**config.mk**
```make
export PLATFORM = sky130hd
export DESIGN_NAME = vfs_freewheel
export DESIGN_NICKNAME = d
export VERILOG_FILES = /design/src/rtl/vfs_pkg.sv /design/src/rtl/vfs_avg_filter.sv /design/src/rtl/vfs_freewheel.sv
export SDC_FILE = /design/constraint.sdc
export NUM_CORES = 1
export LEC_CHECK = 0
export BUFFER_PORTS_ARGS = -buffer_cell sky130_fd_sc_hd__buf_2
export CAP_MARGIN = 15
export CORE_ASPECT_RATIO = 2
export CORE_MARGIN = 10
export CORE_UTILIZATION = 60
export DETAILED_ROUTE_END_ITERATION = 16
export PLACE_DENSITY = 0.82
export RECOVER_POWER = 100
export SLEW_MARGIN = 25
export SYNTH_ARGS = -nofsm -noshare
export SYNTH_HDL_FRONTEND = slang
export SYNTH_SLANG_ARGS = --single-unit
export TNS_END_PERCENT = 20
```
**constraint.sdc**
```tcl
create_clock -name i_mclk -period 3.2 [get_ports i_mclk]
set_input_delay 0.16 -clock i_mclk [delete_from_list [all_inputs] [get_ports i_mclk]]
set_output_delay 0.16 -clock i_mclk [all_outputs]
set_load 0.03 [all_outputs]
```
**src/rtl/vfs_pkg.sv**
```systemverilog
// Constants and types for the virtual freewheel scroll block
package vfs_pkg;
	localparam int COUNT_W = 16;
	localparam int SPEED_W = 16;
	localparam int BETA_W = 4;
	localparam int PHASE_W = 16;
	localparam logic [COUNT_W-1:0] COUNT_RESET = 16'h0000;
	localparam logic [SPEED_W-1:0] SPEED_RESET = 16'h0000;
	localparam logic [PHASE_W-1:0] PHASE_RESET = 16'h0000;
	localparam logic [1:0] QUAD_RESET = 2'h0;
	localparam logic [BETA_W-1:0] BETA_MAX = 4'hF;
	localparam int RESET_SYNC_STAGES = 2;
	typedef enum logic [1:0] {
		VFS_IDLE = 2'b00,
		VFS_TOUCHED = 2'b01,
		VFS_FREEWHEEL = 2'b10
	} vfs_state_type;
endpackage : vfs_pkg

```
**src/rtl/vfs_avg_filter.sv**
```systemverilog
// Beta filter used for the long-term average of touch counts
module vfs_avg_filter
	import vfs_pkg::*;
#(
	parameter int WIDTH = 16
) (
	input wire logic i_mclk,
	input wire logic i_rst_n,
	input wire logic i_step,
	input wire logic i_freeze,
	input wire logic [WIDTH-1:0] i_sample,
	input wire logic [BETA_W-1:0] i_beta,
	output logic [WIDTH-1:0] o_average
);
	localparam int FRAC = int'(BETA_MAX);
	logic [WIDTH+FRAC:0] acc;
	logic [WIDTH+FRAC:0] next_acc;
	logic [WIDTH+FRAC:0] sample_ext;
	logic [WIDTH+FRAC:0] acc_now;

	always_comb begin
		sample_ext = {{(FRAC+1){1'b0}}, i_sample} << (BETA_MAX - i_beta);
		acc_now = acc >> i_beta;
		next_acc = acc;
		// Fixed scale: output independent of beta, no loop through beta
		if (i_step && !i_freeze) begin
			next_acc = acc - acc_now + sample_ext;
		end
	end

	always_ff @(posedge i_mclk or negedge i_rst_n) begin
		if (!i_rst_n) begin
			acc <= '0;
		end else begin
			acc <= next_acc;
		end
	end

	always_comb begin
		o_average = acc[WIDTH+FRAC-1:FRAC];
	end
endmodule : vfs_avg_filter

```
**src/rtl/vfs_freewheel.sv**
```systemverilog
// Virtual freewheel scroll: release detect, simulated speed, pulse output
//
// Overview of operation
// - Count rise or large delta means release
// - Keep intervals and quadrature running while freewheeling
// - Simulated speed decays gradually over time
// - Touch during freewheel stops it immediately
// - Freewheel enable forces two-way touch sensing
// - Release mode never freezes the average
// - Direction flag set when counts below average
// - Start only above minimum start speed
// - Load simulated speed with magnet speed
// - Decay set by inertia, friction, damping
// - Stop once speed below stop threshold
// - Release mode mixes slow and fast coefficients
// - Freewheel uses its own touch thresholds
// - Release threshold chosen by rotation direction
// - Delta above stop threshold halts freewheel
module vfs_freewheel
	import vfs_pkg::*;
(
	input wire logic i_mclk,
	input wire logic i_reset_n,
	input wire logic i_sense_step,
	input wire logic [vfs_pkg::COUNT_W-1:0] i_touch_counts,
	input wire logic [vfs_pkg::SPEED_W-1:0] i_magnet_speed,
	input wire logic i_magnet_reverse,
	input wire logic i_magnet_interval,
	input wire logic i_freewheel_enable,
	input wire logic i_forced_hall_freewheel,
	input wire logic i_release_detect_mode,
	input wire logic i_two_way_touch_sensing,
	input wire logic [vfs_pkg::BETA_W-1:0] i_slow_average_coefficient,
	input wire logic [vfs_pkg::BETA_W-1:0] i_fast_average_coefficient,
	input wire logic [vfs_pkg::COUNT_W-1:0] i_touch_threshold,
	input wire logic [vfs_pkg::COUNT_W-1:0] i_forward_release_threshold,
	input wire logic [vfs_pkg::COUNT_W-1:0] i_reverse_release_threshold,
	input wire logic [vfs_pkg::COUNT_W-1:0] i_stop_touch_threshold,
	input wire logic [vfs_pkg::SPEED_W-1:0] i_min_start_speed,
	input wire logic [vfs_pkg::SPEED_W-1:0] i_stop_speed,
	input wire logic [vfs_pkg::BETA_W-1:0] i_inertia,
	input wire logic [vfs_pkg::SPEED_W-1:0] i_friction,
	input wire logic [vfs_pkg::BETA_W-1:0] i_damping,
	output logic [vfs_pkg::COUNT_W-1:0] o_long_term_average,
	output logic o_touch_direction,
	output logic o_touch_active,
	output logic o_release_event,
	output logic o_two_way_active,
	output logic o_freewheel_active,
	output logic [vfs_pkg::SPEED_W-1:0] o_freewheel_speed,
	output logic o_interval_pulse,
	output logic o_interval_reverse,
	output logic [1:0] o_quadrature
);
	logic [RESET_SYNC_STAGES-1:0] rst_sync;
	logic rst_n;
	logic fw_mode;
	logic [COUNT_W-1:0] avg;
	logic freeze;
	logic [BETA_W-1:0] beta;
	logic [COUNT_W:0] delta_up;
	logic [COUNT_W:0] delta_down;
	logic [COUNT_W-1:0] release_thr;
	logic [COUNT_W-1:0] touch_thr;
	logic release_hit;
	logic touch_hit;
	vfs_state_type state;
	vfs_state_type next_state;
	logic [SPEED_W-1:0] speed;
	logic [SPEED_W-1:0] next_speed;
	logic direction_rev;
	logic next_direction_rev;
	logic fast_phase;
	logic next_fast_phase;
	logic [PHASE_W-1:0] phase;
	logic [PHASE_W-1:0] next_phase;
	logic [PHASE_W:0] phase_sum;
	logic [SPEED_W:0] decay;
	logic [SPEED_W+1:0] decay_total;
	logic touch_dir;
	logic next_touch_dir;
	logic touch_act;
	logic next_touch_act;
	logic rel_evt;
	logic next_rel_evt;
	logic int_pulse;
	logic next_int_pulse;
	logic int_rev;
	logic next_int_rev;
	logic [1:0] quad;
	logic [1:0] next_quad;
	logic [COUNT_W-1:0] prev_counts;
	logic [COUNT_W-1:0] next_prev_counts;

	always_ff @(posedge i_mclk or negedge i_reset_n) begin
		if (!i_reset_n) begin
			rst_sync <= '0;
		end else begin
			rst_sync <= {rst_sync[RESET_SYNC_STAGES-2:0], 1'b1};
		end
	end
	assign rst_n = rst_sync[RESET_SYNC_STAGES-1];

	// Freewheel configuration as a whole
	assign fw_mode = i_freewheel_enable && i_forced_hall_freewheel
		&& i_release_detect_mode;
	assign o_two_way_active = i_two_way_touch_sensing
		|| i_freewheel_enable;

	// Average runs through touch in release mode
	assign freeze = !i_release_detect_mode && touch_act;
	always_comb begin
		// Release mode: slow by default, fast after touch or release; otherwise fast while counts above average
		if (i_release_detect_mode) begin
			beta = fast_phase ? i_fast_average_coefficient
				: i_slow_average_coefficient;
		end else if (i_touch_counts > avg) begin
			beta = i_fast_average_coefficient;
		end else begin
			beta = i_slow_average_coefficient;
		end
	end

	vfs_avg_filter #(
		.WIDTH(COUNT_W)
	) u_avg (
		.i_mclk(i_mclk),
		.i_rst_n(rst_n),
		.i_step(i_sense_step),
		.i_freeze(freeze),
		.i_sample(i_touch_counts),
		.i_beta(beta),
		.o_average(avg)
	);

	always_comb begin
		delta_up = {1'b0, i_touch_counts} - {1'b0, avg};
		delta_down = {1'b0, avg} - {1'b0, i_touch_counts};
		release_thr = direction_rev ? i_reverse_release_threshold
			: i_forward_release_threshold;
		// Freewheel thresholds replace the plain touch threshold
		touch_thr = fw_mode ? i_stop_touch_threshold : i_touch_threshold;
		// Release: counts above average by more than threshold
		release_hit = (i_touch_counts > avg)
			&& (delta_up[COUNT_W-1:0] > release_thr) && !touch_dir;
		touch_hit = (i_touch_counts < avg)
			&& (delta_down[COUNT_W-1:0] > touch_thr);
		// Sudden rise in counts since the last sensing step also counts as release
		if (i_touch_counts > prev_counts) begin
			if (COUNT_W'(i_touch_counts - prev_counts) > release_thr) begin
				release_hit = 1'b1;
			end
		end
	end

	always_comb begin
		decay = {1'b0, speed >> i_inertia} + {1'b0, speed >> i_damping};
		decay_total = {1'b0, decay} + {2'b00, i_friction};
		phase_sum = {1'b0, phase} + {1'b0, speed};
		next_state = state;
		next_speed = speed;
		next_direction_rev = direction_rev;
		next_fast_phase = fast_phase;
		next_phase = phase;
		next_touch_dir = touch_dir;
		next_touch_act = touch_act;
		next_rel_evt = 1'b0;
		next_int_pulse = 1'b0;
		next_int_rev = int_rev;
		next_quad = quad;
		next_prev_counts = prev_counts;
		if (!fw_mode) begin
			next_int_pulse = i_magnet_interval;
			next_int_rev = i_magnet_reverse;
		end
		if (i_sense_step) begin
			next_prev_counts = i_touch_counts;
			next_touch_dir = i_touch_counts < avg;
			next_touch_act = touch_hit;
			if (touch_hit || release_hit) begin
				next_fast_phase = 1'b1;
			end else if (delta_up[COUNT_W-1:0] < touch_thr
				&& delta_down[COUNT_W-1:0] < touch_thr) begin
				next_fast_phase = 1'b0;
			end
			next_rel_evt = release_hit;
			case (state)
				VFS_IDLE, VFS_TOUCHED: begin
					next_direction_rev = i_magnet_reverse;
					next_state = touch_hit ? VFS_TOUCHED : VFS_IDLE;
					if (fw_mode && release_hit
						&& i_magnet_speed > i_min_start_speed) begin
						next_state = VFS_FREEWHEEL;
						next_speed = i_magnet_speed;
						next_phase = PHASE_RESET;
					end
				end
				VFS_FREEWHEEL: begin
					if (decay_total > {2'b00, speed}) begin
						next_speed = SPEED_RESET;
					end else begin
						next_speed = SPEED_W'({2'b00, speed} - decay_total);
					end
					if (touch_hit || !fw_mode) begin
						next_state = VFS_TOUCHED;
						next_speed = SPEED_RESET;
					end else if (speed < i_stop_speed) begin
						next_state = VFS_IDLE;
						next_speed = SPEED_RESET;
					end else begin
						// Phase wrap makes one simulated interval
						next_phase = phase_sum[PHASE_W-1:0];
						if (phase_sum[PHASE_W]) begin
							next_int_pulse = 1'b1;
							next_int_rev = direction_rev;
						end
					end
				end
				default: begin
					next_state = VFS_IDLE;
				end
			endcase
		end
		if (next_int_pulse) begin
			// Gray step of the quadrature pair
			if (next_int_rev) begin
				next_quad = {quad[0], ~quad[1]};
			end else begin
				next_quad = {~quad[0], quad[1]};
			end
		end
	end

	always_ff @(posedge i_mclk or negedge rst_n) begin
		if (!rst_n) begin
			state <= VFS_IDLE;
			speed <= SPEED_RESET;
			direction_rev <= 1'b0;
			fast_phase <= 1'b0;
			phase <= PHASE_RESET;
			touch_dir <= 1'b0;
			touch_act <= 1'b0;
			rel_evt <= 1'b0;
			int_pulse <= 1'b0;
			int_rev <= 1'b0;
			quad <= QUAD_RESET;
			prev_counts <= COUNT_RESET;
		end else begin
			state <= next_state;
			speed <= next_speed;
			direction_rev <= next_direction_rev;
			fast_phase <= next_fast_phase;
			phase <= next_phase;
			touch_dir <= next_touch_dir;
			touch_act <= next_touch_act;
			rel_evt <= next_rel_evt;
			int_pulse <= next_int_pulse;
			int_rev <= next_int_rev;
			quad <= next_quad;
			prev_counts <= next_prev_counts;
		end
	end

	assign o_long_term_average = avg;
	assign o_touch_direction = touch_dir;
	assign o_touch_active = touch_act;
	assign o_release_event = rel_evt;
	assign o_freewheel_active = state == VFS_FREEWHEEL;
	assign o_freewheel_speed = speed;
	assign o_interval_pulse = int_pulse;
	assign o_interval_reverse = int_rev;
	assign o_quadrature = quad;
endmodule : vfs_freewheel

```
==> impl.org, run 1 <==
** Status
- The flow did not finish.
- Step where the flow halted :: global routing
- Error message :: [ERROR GRT-0116] Global routing finished with congestion. Check the congestion regions in the DRC Viewer.

** Global route
- Largest net degree at the start of global routing :: 53
- Via count of the first global-routing pass :: 26260
- The first global-routing pass estimated about 160000 um of wire.
- Global routing used 58.90% of the available tracks across all layers.
- Residual overflow from global routing :: 43

** Yosys
- The Yosys step of the flow raised 0 warnings.
- Sequential cells were found to cover 13.78% of the synthesized design area.
- FFs w/ async S/R, synth :: 100.0%
- Number of storage elements in the synthesis netlist :: 93
- Prevailing post-synth register cell :: dfrtp_1
- Number of unique standard cell types used by synthesis :: 86
- Cell accounting for the most synthesized area :: ha_1
- Mapped Avg Cell Area :: 8.124 um^2
- The synthesized design contains 0 enable-type register cells.
- In this run the biggest area consumer among cell types represents 17.41% of the synthesized area.
- Mapped Cells :: between 2000 and 2500
- Cells taking the most area after synthesis :: ha_1 (17%), dfrtp_1 (14%), mux2i_1 (10%)
- The number of nets in the synthesized netlist is 2536.
- Combined area of all synthesized cells :: around 17000 um^2

** Clocking
- TritonCTS created 9 clock buffers.
- Clk buf depth :: 2
- The tree is rooted in a clkbuf_16.
- Depth of the CTS H-tree :: 3
- The clock drives 93 sinks.

** Place
- Once detailed placement completed, the half-perimeter wirelength came to between 60000 and 70000 um.
- Port buffering added 209 buffers.
- Before CTS, the worst setup slack after placement is -3.952 ns.
- RePlAce Congestion :: 1.114

** Floorplan
- Die width :: 138.6 um
- The initial utilization of the core area, before any placement, comes to between 60% and 70%.
- Die H :: 257.3 um
- Number of top-level pins :: between 200 and 250
- The initialized floorplan defines between 80 and 90 standard-cell rows.
-- metal layers --
metal	GRT usage (%)	GRT overflow
met5	5.674	0
met2	86.58	28
met3	32.87	0
met4	68.51	15
met1	51.84	0
-- kinds of logic after synthesis --
group	share of synthesized area [%]
flip-flops	13.78
other	0.02220
adder cells (fa/ha/maj)	23.69
AO/OA/AOI/OAI	23.00
AND/OR/NAND/NOR	13.71
buffers and inverters	7.978
multiplexers	12.58
XOR/XNOR	5.237
-- cell usage after synthesis (all sizes together) (26+ instances only) --
| library cell | count |
|---|---|
| a21o | 79 |
| buf | 53 |
| nand2b | 30 |
| ha | 235 |
| o21ai | 133 |
| o21a | 30 |
| mux2i | 169 |
| a21oi | 156 |
| a211oi | 26 |
| nor2b | 27 |
| xor2 | 33 |
| nand4 | 33 |
| dfrtp | 93 |
| nor3 | 26 |
| fa | 53 |
| xnor2 | 68 |
| clkbuf | 43 |
| nand2 | 143 |
| mux2 | 27 |
| inv | 228 |
| nor2 | 126 |
| nand3 | 30 |
-- through the flow --
stage	instances	area, um^2	TNS [ns]	util [%]
after floorplan	2079	16980	-133.60	-
after CTS	3319	25160	-174.84	90.96
after global placement	3245	23380	-200.82	84.54
after detailed placement	3245	23380	-215.22	84.54
-- timing repair --
item,in CTS
gates resized for setup,242
cloned,2
setup endpoints to repair,73
buffers inserted,56
pin swaps,112
hold buffers,1
hold endpoints to repair,2
==> run 2: changes to the inputs <==
--- a/config.mk
+++ b/config.mk
@@ -7,11 +7,10 @@
 export LEC_CHECK = 0
 export BUFFER_PORTS_ARGS = -buffer_cell sky130_fd_sc_hd__buf_2
 export CAP_MARGIN = 15
-export CORE_ASPECT_RATIO = 2
 export CORE_MARGIN = 10
-export CORE_UTILIZATION = 60
+export CORE_UTILIZATION = 40
 export DETAILED_ROUTE_END_ITERATION = 16
-export PLACE_DENSITY = 0.82
+export PLACE_DENSITY_LB_ADDON = 0.15
 export RECOVER_POWER = 100
 export SLEW_MARGIN = 25
 export SYNTH_ARGS = -nofsm -noshare
==> impl.org, run 2 <==
** Clocking
- Library cell used as clock root buffer :: clkbuf_16
- Clock tree from TritonCTS :: done
- The later pin in the worst-skew pair is clocked with a latency of 0.40 ns.
- Clock-pin slew was measured on the worst setup and hold paths at ~0.09 ns.
- Depth of the CTS H-tree :: 3 (unchanged)
- Number of clock buffers inserted by TritonCTS :: 9 (unchanged)
- The clock sink count came to 93 (unchanged).
- The buffer levels on the longest clock path came to 2 (unchanged).

** Yosys
- Prevailing post-synth register cell :: dfrtp_1
- The synthesized cell area was 16890 um^2 (unchanged).
- The total of warnings raised by yosys was 0 (unchanged).
- The xor/xnor cell area share of the yosys netlist is 5.237% (unchanged).
- List of most frequent post-synthesis cells :: ha_1 (235), inv_1 (225), mux2i_1 (168)
- Cell accounting for the most synthesized area :: ha_1
- Number of storage elements in the synthesis netlist :: 93 (unchanged)
- Synth Area in Compound Gates :: 23.00% (unchanged)
- The per-instance average area after synthesis was 8.124 um^2 (unchanged).
- The number of different library cells in the post-synthesis netlist is 86 (unchanged).
- By area, the combinational part of the netlist is dominated by adder cells.
- Cells taking the most area after synthesis :: ha_1 (17%), dfrtp_1 (14%), mux2i_1 (10%)
- Area share of and/or/nand/nor cells after synthesis :: 13.71% (unchanged)
- The portion of the post-synthesis area used by sequential elements came to 13.78% (unchanged).
- The fraction of registers with async set/reset is 100.0% (unchanged).
- The number of enable flip-flop cells after synthesis was 0 (unchanged).
- Number of nets in the synthesized netlist :: 2536 (unchanged)
- By instance count, the leading cell after synthesis is ha_1.
- Mapped Cells :: 2079 (unchanged)
- The share of Yosys cell area claimed by the top area cell type was 17.41% (unchanged).
- The multiplexer fraction of the synthesized cell area came to 12.58% (unchanged).
- The adder-cell share of the synthesized area is 23.69% (unchanged).

** Detailed routing
- For this block, the initial DRC count from the detailed router was 1044.
- The first detailed-routing pass ran for 6 iterations.
- The final layout contains routed wiring with a total length of 68850 um.
- Via/cell ratio :: 5.386
- Number of nets with antenna violations after routing :: 0
- In the routed design, unresolved DRC markers number 0.
- Average wire per standard cell :: 19.84 um
- Across all layers, the routed design uses 18690 vias.

** Timing
- Worst hold-check slack :: 0.05416 ns
- The number of slew-limit violations in the final report came to 41.
- Post-route setup TNS :: -173.81 ns
- Transition at the pin with the smallest max-transition slack :: 1.848 ns
- For this run, the top clock speed supported by timing is 157.1 MHz.
- Unrepaired setup endpoints after global routing :: yes
- Min Tclk post-route :: 6.365 ns
- Final worst path period share :: 198.9%
- Setup violations remaining at the end of the flow were counted as 73.
- Headroom to the max-slew limit came out at -23.18%.
- Clk_skew :: 0.01473 ns
- Final hold violations :: 0
- After layout, the worst setup slack is -3.165 ns.

** Place
- The placement-stage cell area is 23200 um^2 (-0.76%).
- Placed wire-length estimate after detailed placement :: 55990 um (-17%)
- RePlAce Congestion :: 0.9648 (-13%)
- The count of input and output buffers is 209 (unchanged).
- DP Cell Count :: 3373 (+3.9%)

** Worst setup path
- STA puts the critical path data arrival time at around 6.7 ns.
- Largest stage delay, worst path :: approximately 0.43 ns
- The worst setup path is captured at a flop.
- Kind of start point of the critical path :: flop
- Class of the most critical setup path :: reg2reg
- By instance count, the cell type seen most on the critical path is buf_4.
- Critical Path RT :: between 3 and 4 ns
- Slowest CP cell :: fa_1
- Critical Path Fanout Max :: 6

** Floorplan
- Die Footprint :: between 50000 and 60000 um^2
- Die H :: 225.5 um (-12%)
- Die width :: 225.5 um (+63%)
- Site row count :: 75 (-13%)
- Number of top-level pins :: 210 (unchanged)
- Floorplan core area :: between 40000 and 50000 um^2
- Starting density of the core :: 40.36% (-21 points)

** Global route
- Initial antenna violation count :: 3
- Total routing resource utilization after global routing :: 26.44%
- Met3 track utilization from global routing :: between 4 and 5%
- Via count of the first global-routing pass :: 19350
- Global routing used 46.57% of the available met2 tracks.
- Entering global routing, the biggest net connects 53 pins.
- Wire length of the first global-routing pass :: 105700 um
- Met1 track demand over resource in global routing :: approximately a third
- The global routing stage identified its most utilized layer as met2.
- Summed over all layers, the global routing overflow is 0.

** Cells and area
- Most common cell after layout, fill and taps aside :: buf_4
- Final cell count without fillers :: between 3000 and 4000
- FF+latch area :: about 2300 um^2
- More flip-flops sit in one register than any other, and that register is u_avg.acc.
- Fraction of final layout cells sized beyond drive strength 1 :: 41.13%
- The final layout contains 3379 nets.
- Most frequent cells in the layout :: buf_4 (666), ha_1 (218), inv_1 (214), buf_2 (169), nand2_1 (134)
- Layout overhead on the synthesized area :: 51.97%
- After filler insertion, the fill cell instance count of the layout stands at 3756.
- Flip-flop count of the largest register after layout :: 32
- Once layout is done, the placed cells without fillers occupy 25670 um^2.
- The multi-input combinational cells in the finished layout cover a total of between 10000 and 15000 um^2.

** Status
- Violations in the final reports :: capacitance limit, slew limit, setup timing
- The run finished, with violations left.

** Run
- MaxCap Viol Count :: 1

** Min path
- In this run the worst hold path is classified as in2async.
-- run 2: timing repair --
action,in CTS,in global routing
setup endpoints to repair,73,73
hold buffers,1,0
hold endpoints to repair,2,0
cloned,3,2
buffers inserted,45,39
pin swaps,65,74
resized for setup,190,197
-- run 2: worst max-delay path, delay by kind of cell (launching register included) --
kind / cells / cell delay (ns)
mux: 1 / 0.23
compound gates: 12 / 2.52
fa+ha+maj: 4 / 1.17
flops: 1 / 0.37
simple gates: 7 / 1.21
buf+inv: 6 / 0.74
-- run 2: layout make-up --
cell class	instances	area share, %
Timing Repair Buffer	927	26.17
Tap cell	539	2.627
Clock buffer	9	0.8774
Sequential cell	93	9.096
Clock inverter	7	0.3120
Antenna cell	4	0.03900
Multi-Input combinational cell	1663	57.52
Inverter	228	3.354
-- run 2: kinds of logic (layout without fill, tap and decap cells) --
family / count (synthesis) / after routing
AO/OA/AOI/OAI: 594 / 594
AND/OR/NAND/NOR: 477 / 478
buffers and inverters: 324 / 1171
adder cells (fa/ha/maj): 288 / 288
multiplexers: 201 / 201
XOR/XNOR: 101 / 101
flip-flops: 93 / 93
other: 1 / 5
-- run 2: layer usage --
layer / routed length [um] / part of all wire [%]
met1: 28920 / 42
met2: 34160 / 50
met3: 3730 / 5.4
met5: 0 / 0
met4: 2038 / 3.0
-- run 2: metrics by stage --
| stage | setup slack, ns | util [%] |
|---|---|---|
| after floorplan | -2.630 | - |
| after global placement | -3.132 | 55.43 |
| after detailed placement | -3.212 | 55.43 |
| after CTS | -3.002 | 58.83 |
| after global routing | -3.334 | 61.31 |
| final | -3.165 | 61.33 |
-- run 2: path summary, 6_finish.rpt --
path / startpoint / to / slack, ns / cells past startpoint
max: u_avg.acc[15] / u_avg.acc[31] / -3.16 / 30
max reg2reg: u_avg.acc[15] / u_avg.acc[31] / -3.16 / 30
min in group i_mclk: i_magnet_reverse / direction_rev / 0.06 / 2
max in group asynchronous: rst_sync[1] / o_freewheel_speed[2] / 0.59 / 1
min: i_reset_n / rst_sync[0] / 0.05 / 2
min reg2reg: rst_sync[0] / rst_sync[1] / 0.37 / 0
Power of run 2 is left out: the tool's default activity adds up to more than one toggle a clock period on the data nets, which glitch-free logic cannot reach.
